### src/design/serial_port_pkg.sv
// Overview of operation
// - Eight-bit frame: start, eight LSB-first, stop.
// - Nine-bit frame adds transmit ninth bit.
// - Writing data buffer starts a transmission only while the transmitter is idle; other writes are ignored.
// - Transmit-done sets at stop bit start.
// - Reception only while receive enable set.
// - Eight-bit accept: done clear, stop checked only when filter set.
// - Failed acceptance changes nothing, no done.
// - Overrun keeps first byte, drops later.
// - Nine-bit: ninth bit stored, address filtered.
// - Interrupt when enabled on either flag.
// - Flags cleared only by software writes.
// - Data address: write transmit, read receive.
// - Second byte shifts while first waits.
// - Bit rate is timer overflow halved.
// - Reload sets overflow at twice bit rate.
// - Receive timer reloads on start edge.
// - Timer clock from six selectable sources.
// - Master sends address ninth bit one.
// - Mode bit zero eight-bit, one nine-bit.
// - Receive-done sets at stop bit sample.
`default_nettype none
package serial_port_pkg;
  localparam logic [1:0] ADDR_CONTROL = 2'h0;
  localparam logic [1:0] ADDR_DATA = 2'h1;
  localparam logic [1:0] ADDR_TIMER = 2'h2;
  localparam logic [1:0] ADDR_CLKSEL = 2'h3;
  localparam int BIT_MODE = 7;
  localparam int BIT_UNUSED = 6;
  localparam int BIT_FILTER = 5;
  localparam int BIT_RX_EN = 4;
  localparam int BIT_TX_NINTH = 3;
  localparam int BIT_RX_NINTH = 2;
  localparam int BIT_TX_DONE = 1;
  localparam int BIT_RX_DONE = 0;
  localparam int BIT_TIMER_RUN = 0;
  localparam int BIT_IRQ_EN = 1;
  localparam logic [7:0] CONTROL_RESET = 8'h40;
  localparam logic [2:0] CLK_SYS = 3'h0;
  localparam logic [2:0] CLK_DIV4 = 3'h1;
  localparam logic [2:0] CLK_DIV12 = 3'h2;
  localparam logic [2:0] CLK_DIV48 = 3'h3;
  localparam logic [2:0] CLK_EXT8 = 3'h4;
  localparam logic [2:0] CLK_EXTPIN = 3'h5;
  localparam int DIV4 = 4;
  localparam int DIV12 = 12;
  localparam int DIV48 = 48;
  localparam int DIV8 = 8;
  localparam int TIMER_TOP = 255;
endpackage
`default_nettype wire

### src/design/serial_link_if.sv
`timescale 1ns/1ns
`default_nettype none
interface serial_link_if;
  logic dev_to_far;
  logic far_to_dev;
  modport device (output dev_to_far, input far_to_dev);
  modport far (input dev_to_far, output far_to_dev);
endinterface
`default_nettype wire

### src/design/serial_port_device.sv
`timescale 1ns/1ns
`default_nettype none
module serial_port_device (
  input wire logic clock,
  input wire logic rst,
  serial_link_if.device link,
  input wire logic [1:0] addr,
  input wire logic [7:0] wdata,
  input wire logic wr,
  input wire logic rd,
  output logic [7:0] rdata,
  input wire logic ext_osc_tick,
  input wire logic external_timer_input,
  output logic irq
);
  import serial_port_pkg::*;
  typedef enum logic [3:0] {IDLE = 4'b0001, START = 4'b0010, DATA = 4'b0100, STOP = 4'b1000} state_type;
  ////////////////////////////////////////////////////////////////////////////
  logic [7:0] rdata_r;
  logic frame_mode_select, address_filter_bit, receive_enable_bit, transmit_ninth_bit;
  logic received_ninth_bit, transmit_done_flag, receive_done_flag;
  logic [7:0] baud_timer_reload, baud_timer_low_byte, rx_timer;
  logic timer_run, irq_en;
  logic [2:0] clk_sel;
  logic [7:0] serial_data_buffer;
  logic [5:0] pre_cnt;
  logic [2:0] ext_cnt;
  logic ext_s1, ext_s2, ext_s3, pin_s1, pin_s2, pin_s3, rx_s1, rx_s2;
  logic tick;
  logic tx_ovf, rx_ovf, tx_half, rx_half;
  logic tx_bit_tick, rx_bit_tick;
  state_type tx_st, rx_st;
  logic [9:0] tx_shift;
  logic [3:0] tx_cnt, rx_cnt;
  logic tx_line;
  logic [8:0] rx_shift;
  logic rx_prev;
  wire wr_ctl = wr && addr == ADDR_CONTROL;
  wire wr_data = wr && addr == ADDR_DATA;
  wire [3:0] tx_len = frame_mode_select ? 4'h9 : 4'h8;
  ////////////////////////////////////////////////////////////////////////////
  // Timer clock source selection.
  wire ext_edge = ext_s2 && !ext_s3;
  wire pin_edge = pin_s2 && !pin_s3;
  always_comb begin
    unique case (clk_sel)
      CLK_SYS: tick = 1'b1;
      CLK_DIV4: tick = pre_cnt % 6'(DIV4) == 6'h0;
      CLK_DIV12: tick = pre_cnt % 6'(DIV12) == 6'h0;
      CLK_DIV48: tick = pre_cnt == 6'h0;
      CLK_EXT8: tick = ext_edge && ext_cnt == 3'h0;
      CLK_EXTPIN: tick = pin_edge;
      default: tick = 1'b0;
    endcase
  end
  always_ff @(posedge clock) begin
    if (rst) begin
      pre_cnt <= 6'h0;
      ext_cnt <= 3'h0;
      {ext_s1, ext_s2, ext_s3, pin_s1, pin_s2, pin_s3, rx_s1, rx_s2} <= 8'hFF;
    end else begin
      pre_cnt <= (pre_cnt == 6'(DIV48 - 1)) ? 6'h0 : pre_cnt + 6'h1;
      if (ext_edge) ext_cnt <= ext_cnt + 3'h1;
      ext_s1 <= ext_osc_tick;
      ext_s2 <= ext_s1;
      ext_s3 <= ext_s2;
      pin_s1 <= external_timer_input;
      pin_s2 <= pin_s1;
      pin_s3 <= pin_s2;
      rx_s1 <= link.far_to_dev;
      rx_s2 <= rx_s1;
    end
  end
  ////////////////////////////////////////////////////////////////////////////
  // Auto-reload timers; the receive copy restarts at a start edge.
  wire start_edge = rx_st == IDLE && receive_enable_bit && rx_prev && !rx_s2;
  assign tx_ovf = timer_run && tick && baud_timer_low_byte == 8'(TIMER_TOP);
  assign rx_ovf = timer_run && tick && rx_timer == 8'(TIMER_TOP);
  assign tx_bit_tick = tx_ovf && tx_half;
  assign rx_bit_tick = rx_ovf && !rx_half;
  always_ff @(posedge clock) begin
    if (rst) begin
      baud_timer_low_byte <= 8'h0;
      rx_timer <= 8'h0;
      tx_half <= 1'b0;
      rx_half <= 1'b0;
      rx_prev <= 1'b1;
    end else begin
      rx_prev <= rx_s2;
      if (timer_run && tick) begin
        baud_timer_low_byte <= tx_ovf ? baud_timer_reload : baud_timer_low_byte + 8'h1;
        rx_timer <= rx_ovf ? baud_timer_reload : rx_timer + 8'h1;
      end
      if (tx_ovf) tx_half <= !tx_half;
      if (start_edge) begin
        rx_timer <= baud_timer_reload;
        rx_half <= 1'b0;
      end else if (rx_ovf) begin
        rx_half <= !rx_half;
      end
    end
  end
  ////////////////////////////////////////////////////////////////////////////
  // Transmitter.
  always_ff @(posedge clock) begin
    if (rst) begin
      tx_st <= IDLE;
      tx_shift <= 10'h3FF;
      tx_cnt <= 4'h0;
      tx_line <= 1'b1;
    end else begin
      unique case (tx_st)
        IDLE: if (wr_data) begin
          tx_shift <= {1'b1, transmit_ninth_bit, wdata};
          tx_st <= START;
        end
        START: if (tx_bit_tick) begin
          tx_line <= 1'b0;
          tx_cnt <= 4'h0;
          tx_st <= DATA;
        end
        DATA: if (tx_bit_tick) begin
          tx_line <= tx_shift[0];
          tx_shift <= {1'b1, tx_shift[9:1]};
          tx_cnt <= tx_cnt + 4'h1;
          if (tx_cnt + 4'h1 == tx_len) tx_st <= STOP;
        end
        STOP: if (tx_bit_tick) begin
          tx_line <= 1'b1;
          tx_st <= IDLE;
        end
      endcase
    end
  end
  assign link.dev_to_far = tx_line;
  wire tx_done_set = tx_st == STOP && tx_bit_tick;
  ////////////////////////////////////////////////////////////////////////////
  // Receiver, sampling at bit centres.
  wire accept_cond = !receive_done_flag && (frame_mode_select ? (!address_filter_bit || rx_shift[8])
                      : (!address_filter_bit || rx_s2));
  wire rx_done_set = rx_st == STOP && rx_bit_tick && accept_cond;
  always_ff @(posedge clock) begin
    if (rst) begin
      rx_st <= IDLE;
      rx_cnt <= 4'h0;
      rx_shift <= 9'h0;
      serial_data_buffer <= 8'h0;
      received_ninth_bit <= 1'b0;
    end else begin
      unique case (rx_st)
        IDLE: if (start_edge) rx_st <= START;
        START: if (rx_bit_tick) begin
          rx_st <= rx_s2 ? IDLE : DATA;
          rx_cnt <= 4'h0;
        end
        DATA: if (rx_bit_tick) begin
          rx_shift <= frame_mode_select ? {rx_s2, rx_shift[8:1]} : {1'b0, rx_s2, rx_shift[7:1]};
          rx_cnt <= rx_cnt + 4'h1;
          if (rx_cnt + 4'h1 == tx_len) rx_st <= STOP;
        end
        STOP: if (rx_bit_tick) begin
          rx_st <= IDLE;
          if (rx_done_set) begin
            serial_data_buffer <= rx_shift[7:0];
            received_ninth_bit <= frame_mode_select ? rx_shift[8] : rx_s2;
          end
        end
      endcase
    end
  end
  ////////////////////////////////////////////////////////////////////////////
  // Registers; hardware set beats software clear.
  always_ff @(posedge clock) begin
    if (rst) begin
      {frame_mode_select, address_filter_bit, receive_enable_bit, transmit_ninth_bit} <= 4'h0;
      transmit_done_flag <= 1'b0;
      receive_done_flag <= 1'b0;
      baud_timer_reload <= 8'h0;
      timer_run <= 1'b0;
      irq_en <= 1'b0;
      clk_sel <= CLK_SYS;
      rdata_r <= 8'h0;
    end else begin
      if (wr_ctl) begin
        frame_mode_select <= wdata[BIT_MODE];
        address_filter_bit <= wdata[BIT_FILTER];
        receive_enable_bit <= wdata[BIT_RX_EN];
        transmit_ninth_bit <= wdata[BIT_TX_NINTH];
      end
      if (tx_done_set) transmit_done_flag <= 1'b1;
      else if (wr_ctl) transmit_done_flag <= wdata[BIT_TX_DONE];
      if (rx_done_set) receive_done_flag <= 1'b1;
      else if (wr_ctl) receive_done_flag <= wdata[BIT_RX_DONE];
      if (wr && addr == ADDR_TIMER) baud_timer_reload <= wdata;
      if (wr && addr == ADDR_CLKSEL) begin
        clk_sel <= wdata[4:2];
        irq_en <= wdata[BIT_IRQ_EN];
        timer_run <= wdata[BIT_TIMER_RUN];
      end
      if (rd) begin
        unique case (addr)
          ADDR_CONTROL: rdata_r <= {frame_mode_select, 1'b1, address_filter_bit, receive_enable_bit,
                                    transmit_ninth_bit, received_ninth_bit, transmit_done_flag, receive_done_flag};
          ADDR_DATA: rdata_r <= serial_data_buffer;
          ADDR_TIMER: rdata_r <= baud_timer_reload;
          ADDR_CLKSEL: rdata_r <= {3'h0, clk_sel, irq_en, timer_run};
        endcase
      end
    end
  end
  assign rdata = rdata_r;
  assign irq = irq_en && (transmit_done_flag || receive_done_flag);
endmodule // serial_port_device
`default_nettype wire

### src/flat_wrapper.sv
// flat-port wrapper written by rule: the top's interface ports become plain ports
module serial_port_device_flat import serial_port_pkg::*;
  (clock, rst, addr, wdata, wr, rd, rdata, ext_osc_tick, external_timer_input, irq, link_dev_to_far, link_far_to_dev);
  serial_link_if link_i ();
  input wire logic clock;
  input wire logic rst;
  input wire logic [1:0] addr;
  input wire logic [7:0] wdata;
  input wire logic wr;
  input wire logic rd;
  output logic [7:0] rdata;
  input wire logic ext_osc_tick;
  input wire logic external_timer_input;
  output logic irq;
  output wire logic [$bits(link_i.dev_to_far)-1:0] link_dev_to_far;
  input wire logic [$bits(link_i.far_to_dev)-1:0] link_far_to_dev;
  assign link_dev_to_far = link_i.dev_to_far;
  assign link_i.far_to_dev = link_far_to_dev;
  serial_port_device u_core (.clock(clock), .rst(rst), .link(link_i), .addr(addr), .wdata(wdata), .wr(wr), .rd(rd), .rdata(rdata), .ext_osc_tick(ext_osc_tick), .external_timer_input(external_timer_input), .irq(irq));
endmodule
### config.mk
export PLATFORM = sky130hd
export DESIGN_NAME = serial_port_device_flat
export DESIGN_NICKNAME = d
export VERILOG_FILES = /design/src/design/serial_port_pkg.sv /design/src/design/serial_link_if.sv /design/src/design/serial_port_device.sv /design/src/flat_wrapper.sv
export SDC_FILE = /design/constraint.sdc
export NUM_CORES = 1
export LEC_CHECK = 0
export ABC_AREA = 1
export BUFFER_PORTS_ARGS = -buffer_cell sky130_fd_sc_hd__clkbuf_2
export CAP_MARGIN = 15
export CORE_UTILIZATION = 26
export CTS_CLUSTER_DIAMETER = 60
export DETAILED_ROUTE_END_ITERATION = 6
export GPL_TIMING_DRIVEN = 0
export SLEW_MARGIN = 20
export SYNTH_ARGS = -nofsm -noshare
export SYNTH_HDL_FRONTEND = slang
export SYNTH_SLANG_ARGS = --single-unit
export TNS_END_PERCENT = 10
### constraint.sdc
create_clock -name clock -period 3.95 [get_ports clock]
set_clock_uncertainty 0.1 [all_clocks]
set_input_delay 0.9875 -clock clock [delete_from_list [all_inputs] [get_ports clock]]
set_output_delay 0.9875 -clock clock [all_outputs]
set_load 0.005 [all_outputs]
==> results of run 1 <==
==> power by group <==
group,switching [mW],internal [mW]
clock network,0.452,0.522
logic,0.306,0.173
registers,0.0634,1.17
==> registers in the layout, summed over array words and instances (netlist names), 3 cells and up <==
signal,cells
u_core.clk_sel,3
u_core.baud_timer_low_byte,8
u_core.tx_st,4
u_core.rx_shift,9
u_core.pre_cnt,6
u_core.rx_st,4
u_core.rx_timer,8
u_core.baud_timer_reload,8
u_core.ext_cnt,3
u_core.tx_cnt,4
u_core.rdata,8
u_core.tx_shift,9
u_core.rx_cnt,4
u_core.serial_data_buffer,8
==> worst max-delay path, delay by kind of cell, from the launching register on <==
kind / cells / cell delay [ns]
flip-flops: 1 / 0.36
AND/OR/NAND/NOR: 12 / 0.99
buffers and inverters: 2 / 0.29
adder cells (fa/ha/maj): 1 / 0.25
AO/OA/AOI/OAI: 1 / 0.20
==> placed cells by master (no fill, tap or decap), types with 4 or more instances in the layout <==
| master | synthesis | final |
|---|---|---|
| xor2_1 | 5 | 5 |
| nand3_1 | 40 | 40 |
| clkbuf_1 | 13 | 13 |
| nand2_1 | 143 | 143 |
| o22ai_1 | 5 | 5 |
| a21oi_1 | 65 | 65 |
| nor3_1 | 7 | 7 |
| nor2_1 | 77 | 77 |
| o21ai_0 | 59 | 59 |
| a31oi_1 | 4 | 4 |
| inv_1 | 66 | 66 |
| inv_2 | 5 | 5 |
| xnor2_1 | 8 | 8 |
| o21ai_1 | 11 | 11 |
| clkbuf_2 | 1 | 27 |
| dfxtp_1 | 107 | 107 |
| clkbuf_16 | 0 | 9 |
| nand4_1 | 4 | 4 |
| ha_1 | 12 | 12 |
| or2_2 | 9 | 9 |
==> kinds of logic after synthesis <==
| kind of cell | after synthesis | synth area share |
|---|---|---|
| compound gates | 157 | 0.170 |
| xor+xnor | 13 | 0.0228 |
| fa+ha+maj | 12 | 0.0301 |
| buf+inv | 94 | 0.0787 |
| flops | 107 | 0.429 |
| simple gates | 298 | 0.269 |
==> final cells by class <==
class                      instances  area, µm²
fill                            2087      13000
buffer                            20        110
sequential                       107       2140
clock buffer                      10        239
timing repair buffer              26        130
tap                              234        293
clock inverter                     6       81.3
multi-input combinational        480       2460
inverter                          74        283
==> final timing paths <==
check                                    start                               to  cells after the start
hold / removal         u_core.rx_s1$_SDFF_PP1_          u_core.rx_s2$_SDFF_PP1_                      1
setup / recovery  u_core.pre_cnt[4]$_SDFF_PP0_  u_core.tx_shift[4]$_SDFFE_PP1P_                     16
setup reg to reg  u_core.pre_cnt[4]$_SDFF_PP0_  u_core.tx_shift[4]$_SDFFE_PP1P_                     16
hold reg to reg        u_core.rx_s1$_SDFF_PP1_          u_core.rx_s2$_SDFF_PP1_                      1
==> layer usage <==
metal  up-vias  wire length, µm  track usage
met4         0              135       0.0315
met5         -                0            0
li1       2311                -            -
met2        60             5790        0.221
met3        13              489       0.0360
met1      2069             6270        0.180
==> stage by stage <==
step            util  power (mW)  hold WS (ns)  instance area (µm²)
2_1_floorplan      -        1.61         0.289                 4990
3_3_place_gp   0.289        1.72         0.291                 5420
3_5_place_dp   0.289        1.73         0.299                 5420
4_1_cts        0.306        2.70         0.317                 5740
5_1_grt        0.306        2.83         0.323                 5740
6_report       0.306        2.68         0.311                 5740
==> synth_stat cells, types with 4 or more instances <==
| cell | number |
|---|---|
| nor2_1 | 77 |
| a31oi_1 | 4 |
| a21oi_1 | 65 |
| inv_2 | 5 |
| xor2_1 | 5 |
| o22ai_1 | 5 |
| nand4_1 | 4 |
| or2_2 | 9 |
| o21ai_1 | 11 |
| o21ai_0 | 59 |
| xnor2_1 | 8 |
| nand3_1 | 40 |
| ha_1 | 12 |
| dfxtp_1 | 107 |
| nand2_1 | 143 |
| clkbuf_1 | 13 |
| inv_1 | 66 |
| nor3_1 | 7 |
==> summary.md, run 1 <==
Place
• **routability cong.** 0.791
• **placed cells** 941
• **worst setup slack before clock tree synthesis** 1.30 ns
• **Port Buf Inserts** 26
• **DP Wirelength** 9.41 mm

Floorplan
• **Core Area** 0.0188 mm²
• **DIE AREA** 0.0198 mm²
• **total I/O pin count** 27
• **Die X** 141 µm
• **row count** 50
• **effective utilization at floorplan** 0.266
• **Die Y** 141 µm

GRT
• **via count of the first global-routing pass** 4,104
• **first-pass GRT wire length** 21.0 mm
• **total grt overflow** 0
• **initial antenna violation count** 0
• **GRT Overall Usage** 0.136
• **largest net degree at the start of global routing** 20

Layout
• **post-layout net count** 747
• **Area growth syn-to-layout** 14.9%
• **share of final-layout standard cells stronger than drive strength 1** 0.111
• **final standard cell count with taps included and fillers excluded** 957
• **Antenna diodes** 0

Timing
• **pins over their slew limit** 0
• **final worst-path setup slack** 1.63 ns
• **Hold Vio Cnt, Final** 0
• **final total negative setup slack** 0 ns
• **count of final setup violators** 0
• **worst-case headroom to the max-slew limit** 0.567
• **Tightest Pin Transition** 0.649 ns
• **Max Clock Freq** 430 MHz
• **minimum clock period after layout** 2.32 ns
• **setup repair after global routing missed its margin** false
• **portion of the clock cycle consumed by the worst path in the final layout** 0.588

CTS
• **CTS tree** built
• **hold-fix buffer count after cts** 0
• **TritonCTS buffer count** 9
• **clock sink count** 107
• **H-tree depth reported by CTS** 3
• **cells resized by post-CTS repair** 0
• **clock latency on the worst-skew pair** 0.36 ns
• **Clock Path Buffers** 2
• **Root Buffer** clkbuf_16
• **setup bufs post-CTS** 0
• **CTS clk-pin slew, worst paths** 0.07 ns

Setup path
• **Setup crit end kind** flop
• **category of the worst setup path launch point** flop
• **most frequent cell on the critical path** nand2_1
• **maximum fanout count along the critical path** 10
• **list of cells traversed by the critical path** inv_1 -> ha_1 -> nand2_2 -> nand2_1 -> nand2_1 -> nand2_1 -> nand3_1 -> nand2_1 -> nand2_2 -> nand2_4 -> nand4_1 -> nand2_1 -> o21ai_2 -> inv_2 -> nand2_1 -> nand3_1
• **type of the worst setup path** flop to flop
• **CP arrival** 2.44 ns
• **cell with the largest stage delay on the worst path** dfxtp_1
• **delay of the slowest critical-path stage** 0.36 ns
• **required time at the endpoint of the critical path** 4.07 ns
• **worst reg-to-reg setup slack** 1.63 ns

Status
• **outcome** completed

Detailed routing
• **number of detailed-routing iterations run before antenna repair** 4
• **post-route DRC violation count** 0
• **residual antenna-violating net count after detailed routing** 0
• **DRC violation total after the first TritonRoute iteration** 203
• **post-DR wirelength/cell** 13.3 µm
• **aggregate routed wire length** 12.7 mm
• **Via density** 4.65
• **via count** 4,453

Logic synthesis
• **share of flip-flops with an asynchronous set or reset after synthesis** 0
• **Cells after Synth** 681
• **count of distinct cell types in the synthesized netlist** 43
• **Yosys Warn Count** 0
• **Seq/Total Area, Yosys** 0.429
• **prevailing post-synth register cell** dfxtp_1
• **Net Count, Synth** 710
• **Mean Syn Cell Area** 7.33 µm²
• **area fraction of the dominant cell type after synthesis** 0.429
• **post-synthesis sequential element count** 107
• **area of the mapped netlist** 0.00499 mm²
• **cell accounting for the most synthesized area** dfxtp_1
• **EDFF count, synth** 0
• **top cells by area, synth** dfxtp_1 43%, nand2_1 11%, a21oi_1 6.5%, o21ai_0 5.9%, nor2_1 5.8%

Flow run
• **max-cap check violation count** 0

Min path
• **Tightest Hold Check Type** flop to flop

Power
• **Power per Cell Area** 467 mW/mm²
• **peak supply drop** 244 µV
• **Leak Pwr** 2.35 nW

Power figures use the tool's default switching activity.
==> run 2, diff against run 1 <==
Clock period 3.95 ns to 2.2 ns, I/O delays scaled along.
==> run 2 against run 1 <==
Net effect:
- power increased by 82%
- sequential share of layout area is 1.3 points lower
- sequential cell count unchanged
- critical endpoint is now u_core.tx_cnt[1]$_SDFFE_PP0P_
==> summary.md, run 2 (synthesized netlist as in run 1, its figures left out) <==
Status
• **outcome** completed

Power
• **switching share of power** 0.310
• **sequential share of power** 0.453
• **Leak Pwr** 2.43 nW
• **combinational share of power** 0.188
• **cell internal power dissipation** 3.37 mW
• **post-layout total power** 4.89 mW
• **net switching component of the power** 1.52 mW
• **Power per Cell Area** 819 mW/mm²
• **peak supply drop** 438 µV
• **fraction of power consumed by the clock network** 0.359

CTS
• **H-tree depth reported by CTS** 3
• **TritonCTS buffer count** 9
• **CTS clk-pin slew, worst paths** 0.07 ns
• **Root Buffer** clkbuf_16
• **clock latency on the worst-skew pair** 0.37 ns
• **CTS tree** built
• **Clock Path Buffers** 2
• **clock sink count** 107

GRT
• **via count of the first global-routing pass** 4,130
• **first-pass GRT wire length** 21.1 mm
• **total grt overflow** 0
• **largest net degree at the start of global routing** 20
• **GRT Overall Usage** 0.137
• **initial antenna violation count** 0

Detailed routing
• **number of detailed-routing iterations run before antenna repair** 5
• **residual antenna-violating net count after detailed routing** 0
• **Via density** 4.66
• **post-route DRC violation count** 0
• **via count** 4,520
• **aggregate routed wire length** 13.0 mm
• **DRC violation total after the first TritonRoute iteration** 186
• **post-DR wirelength/cell** 13.4 µm

Timing
• **minimum clock period after layout** 2.13 ns
• **Tightest Pin Transition** 0.699 ns
• **count of final setup violators** 0
• **pins over their slew limit** 0
• **setup repair after global routing missed its margin** true
• **worst-case headroom to the max-slew limit** 0.531
• **portion of the clock cycle consumed by the worst path in the final layout** 0.969
• **final worst-path setup slack** 0.0679 ns
• **final total negative setup slack** 0 ns
• **Max Clock Freq** 469 MHz
• **Hold Vio Cnt, Final** 0

Floorplan
• **row count** 50
• **Die Y** 141 µm
• **total I/O pin count** 27
• **effective utilization at floorplan** 0.266
• **DIE AREA** 0.0198 mm²
• **Core Area** 0.0188 mm²
• **Die X** 141 µm

Setup path
• **worst-case reg-to-reg path depth** 14
• **worst reg-to-reg setup slack** 0.07 ns
• **Setup crit end kind** flop
• **Critical Path Start** u_core.pre_cnt[4]$_SDFF_PP0_
• **CP arrival** 2.33 ns
• **last element of the critical path** u_core.tx_cnt[1]$_SDFFE_PP0P_
• **required time at the endpoint of the critical path** 2.39 ns
• **maximum fanout count along the critical path** 5
• **category of the worst setup path launch point** flop
• **end of the worst register-to-register path** u_core.tx_cnt[1]$_SDFFE_PP0P_
• **type of the worst setup path** flop to flop
• **startpoint of the most critical register-to-register path** u_core.pre_cnt[4]$_SDFF_PP0_

Layout
• **Area growth syn-to-layout** 19.4%
• **commonest non-fill, non-tap cell in the layout** nand2_1
• **registers with the highest flip-flop counts** u_core.rx_shift (9), u_core.tx_shift (9)
• **post-layout net count** 760
• **Core Util, Final** 0.318
• **most frequent cells in the layout** 139 x nand2_1, 104 x dfxtp_1, 77 x nor2_1
• **final standard cell count with taps included and fillers excluded** 970
• **Antenna diodes** 0
• **share of final-layout standard cells stronger than drive strength 1** 0.159

Min path
• **Tightest Hold Check Type** input pin to flop

Place
• **DP Wirelength** 9.41 mm
• **placed cells** 941
• **routability cong.** 0.791
• **Port Buf Inserts** 26
• **worst setup slack before clock tree synthesis** -0.132 ns

Flow run
• **max-cap check violation count** 0

## run 2: changes by cell type in the layout (fill, tap and decap cells not counted), sizes merged
cell / delta
clkinv: -1
o21ai: +1
buf: +11
clkinvlp: +3
inv: -1
## run 2: area by class of cell
type                       instances  area, µm²
fill                            2068      12800
timing repair buffer              37        216
multi-input combinational        481       2560
sequential                       107       2150
inverter                          74        303
timing repair inverter             1       7.51
buffer                            20        110
clock inverter                     6       81.3
clock buffer                      10        239
tap                              234        293
## run 2: per-layer routing
| layer | track usage | routed length, µm |
|---|---|---|
| met3 | 0.0360 | 535 |
| met2 | 0.223 | 6040 |
| met4 | 0.0315 | 129 |
| met1 | 0.181 | 6300 |
| met5 | 0 | 0 |
## run 2: per-stage QoR
step                      instance area (µm²)  hold slack, ns
final                                    5960           0.268
after global routing                     5960           0.263
after CTS                                5790           0.257
after detailed placement                 5420           0.299
after floorplan                          4990           0.289
after global placement                   5420           0.291
## run 2: worst min-delay path by stage
stage	to	start	depth (start not counted)	slack, ns
2_1_floorplan	u_core.ext_s2$_SDFF_PP1_	u_core.ext_s1$_SDFF_PP1_	1	0.29
3_3_place_gp	u_core.rx_s2$_SDFF_PP1_	u_core.rx_s1$_SDFF_PP1_	1	0.29
3_5_place_dp	u_core.rx_s2$_SDFF_PP1_	u_core.rx_s1$_SDFF_PP1_	1	0.30
4_1_cts	u_core.rx_s1$_SDFF_PP1_	link_far_to_dev	2	0.26
5_1_grt	u_core.rx_s1$_SDFF_PP1_	link_far_to_dev	2	0.26
6_report	u_core.rx_s1$_SDFF_PP1_	link_far_to_dev	2	0.27
## run 2: what timing repair did
action / 4_1_cts / 5_1_grt
cloned: 1 / 1
hold buffers: 0 / 0
gates resized for setup: 4 / 40
buffers inserted: 4 / 7
setup endpoints to repair: 23 / 58
pin swaps: 1 / 10
## run 2: power by group through the flow
stage	Sequential [mW]	Combinational (mW)	Clock, mW
after CTS	2.20	0.879	1.79
after detailed placement	2.25	0.855	0
final	2.22	0.919	1.75
after global placement	2.25	0.847	0
after floorplan	2.22	0.663	0
after global routing	2.24	1.05	1.87
## run 2: critical path, stage by stage, from the launching register on
cell	delay (ns)
dfxtp_4	0.38
inv_6	0.05
ha_4	0.16
nor2_1	0.08
nor2_1	0.04
nor2_1	0.09
nand3_1	0.08
nand2_1	0.07
nand2_2	0.06
nand2_4	0.14
nand4_4	0.14
buf_6	0.17
nor3_4	0.27
nand2_1	0.11
a21oi_2	0.13
==> run 3, diff against run 2 <==
Settings changed: CELL_PAD_IN_SITES_DETAIL_PLACEMENT set to 1, CELL_PAD_IN_SITES_GLOBAL_PLACEMENT set to 1, GPL_TIMING_DRIVEN 0 to unset, PLACE_DENSITY_LB_ADDON set to 0.1.
==> run 3 against run 2 <==
Net effect:
- hold slack improved by 0.0024 ns
- final cell count fell by 0.82%
- sequential cell count did not move
- highest routed layer unchanged
- die area did not move
- cell area did not move
- sequential power barely moved
- register-to-register slack barely moved
- critical path type unchanged
- largest cell class unchanged
==> summary.md, run 3 (synthesized netlist as in run 1, its figures left out) <==
Status
• **outcome** completed

Timing
• **final worst-path setup slack** 0.0643 ns
• **setup repair after global routing missed its margin** true
• **pins over their slew limit** 0
• **Tightest Pin Transition** 0.452 ns
• **minimum clock period after layout** 2.14 ns
• **worst-case headroom to the max-slew limit** 0.696
• **Hold Vio Cnt, Final** 0
• **count of final setup violators** 0
• **portion of the clock cycle consumed by the worst path in the final layout** 0.971
• **Max Clock Freq** 468 MHz

CTS
• **clock sink count** 107
• **Clock Path Buffers** 2
• **H-tree depth reported by CTS** 3
• **hold-fix buffer count after cts** 0
• **CTS clk-pin slew, worst paths** 0.08 ns
• **CTS tree** built
• **TritonCTS buffer count** 9
• **clock latency on the worst-skew pair** 0.35 ns
• **Root Buffer** clkbuf_16

Detailed routing
• **Via density** 4.72
• **DRC violation total after the first TritonRoute iteration** 149
• **residual antenna-violating net count after detailed routing** 0
• **aggregate routed wire length** 15.1 mm
• **via count** 4,538
• **post-route DRC violation count** 0
• **number of detailed-routing iterations run before antenna repair** 4
• **post-DR wirelength/cell** 15.7 µm

Layout
• **registers with the highest flip-flop counts** u_core.rx_shift (9), u_core.tx_shift (9)
• **commonest non-fill, non-tap cell in the layout** nand2_1
• **Core Util, Final** 0.318
• **most frequent cells in the layout** 139 x nand2_1, 103 x dfxtp_1, 76 x nor2_1
• **post-layout net count** 752
• **Antenna diodes** 0
• **share of final-layout standard cells stronger than drive strength 1** 0.173
• **Area growth syn-to-layout** 19.4%

Power
• **peak supply drop** 330 µV
• **Power per Cell Area** 797 mW/mm²
• **Leak Pwr** 2.44 nW
• **post-layout total power** 4.75 mW

Setup path
• **delay of the slowest critical-path stage** 0.38 ns
• **cell with the largest stage delay on the worst path** dfxtp_4
• **required time at the endpoint of the critical path** 2.40 ns
• **list of cells traversed by the critical path** inv_4 -> ha_4 -> nor2_2 -> nor2_1 -> nor2_1 -> nand3_1 -> nand2_1 -> nand2_2 -> nand2_4 -> nand4_4 -> buf_6 -> nor2_4 -> buf_6 -> nand3_2 -> a21oi_2
• **Buf/Inv on CP** 3
• **kind of cell adding the most delay to the critical path** simple AND/OR/NAND/NOR gates
• **type of the worst setup path** flop to flop
• **category of the worst setup path launch point** flop
• **Setup crit end kind** flop
• **maximum fanout count along the critical path** 5
• **CP arrival** 2.34 ns

Floorplan
• **total I/O pin count** 27
• **Die Y** 141 µm
• **effective utilization at floorplan** 0.266
• **row count** 50
• **DIE AREA** 0.0198 mm²
• **Core Area** 0.0188 mm²
• **Die X** 141 µm

GRT
• **initial antenna violation count** 0
• **first-pass GRT wire length** 24.2 mm
• **GR met1 Demand/Resource** 0.194
• **total grt overflow** 0
• **GRT Overall Usage** 0.159
• **global-route met3 utilization** 0.0282
• **via count of the first global-routing pass** 4,663
• **most congested layer reported by global routing** met2
• **GR met2 Demand/Resource** 0.281
• **largest net degree at the start of global routing** 42

Flow run
• **max-cap check violation count** 0

Place
• **routability cong.** 0.811
• **worst setup slack before clock tree synthesis** -0.0725 ns
• **DP Wirelength** 11.3 mm
• **Port Buf Inserts** 26

Min path
• **Tightest Hold Check Type** input pin to flop

==> run 3: path summary, 6_finish.rpt <==
check / startpoint / endpoint / slack [ns] / cells past startpoint
worst max-delay path: u_core.pre_cnt[4]$_SDFF_PP0_ / u_core.rx_shift[8]$_SDFFE_PP0P_ / 0.06 / 15
worst min-delay path: link_far_to_dev / u_core.rx_s1$_SDFF_PP1_ / 0.27 / 2
worst max register to register: u_core.pre_cnt[4]$_SDFF_PP0_ / u_core.rx_shift[8]$_SDFFE_PP0P_ / 0.06 / 15
worst min register to register: u_core.rx_s1$_SDFF_PP1_ / u_core.rx_s2$_SDFF_PP1_ / 0.32 / 1
==> run 3: area by class of cell <==
| type | count | area, µm² |
|---|---|---|
| sequential | 107 | 2150 |
| multi-input combinational | 480 | 2580 |
| inverter | 74 | 299 |
| timing repair buffer | 51 | 358 |
| clock inverter | 6 | 47.5 |
| fill | 2303 | 12800 |
| tap | 234 | 293 |
| clock buffer | 10 | 239 |
==> run 3: per-layer routing <==
| layer | up-vias | wire (µm) |
|---|---|---|
| met5 | - | 0 |
| met4 | 0 | 218 |
| met3 | 14 | 266 |
| met2 | 31 | 7580 |
| met1 | 2180 | 7000 |
| li1 | 2313 | - |
==> run 3: through the flow <==
step	cell area, µm²	cells	hold slack (ns)	setup TNS (ns)
2_1_floorplan	4990	681	0.289	0
3_5_place_dp	5490	944	0.301	-0.926
3_3_place_gp	5490	944	0.293	0
4_1_cts	5800	960	0.251	-0.164
5_1_grt	5960	962	0.258	-2.38
6_report	5960	962	0.271	0
==> run 3: where the power goes <==
| group | total [mW] | internal [mW] | switching [mW] |
|---|---|---|---|
| clock network | 1.60 | 0.811 | 0.790 |
| logic | 0.934 | 0.337 | 0.597 |
| registers | 2.22 | 2.09 | 0.128 |
| total | 4.75 | 3.24 | 1.51 |
==> run 3: what timing repair did <==
item | CTS | global route
buffers inserted | 0 | 2
gates resized for setup | 9 | 46
endpoints found under the hold margin | 0 | 0
pin swaps | 1 | 20
endpoints found under the setup margin | 32 | 55
==> run 3: worst reg2reg max path: cells and delay by family, from the launching register on <==
kind                     cells  cell delay [ns]
AND/OR/NAND/NOR             10             0.93
flip-flops                   1             0.38
buffers and inverters        3             0.37
adder cells (fa/ha/maj)      1             0.17
AO/OA/AOI/OAI                1             0.13
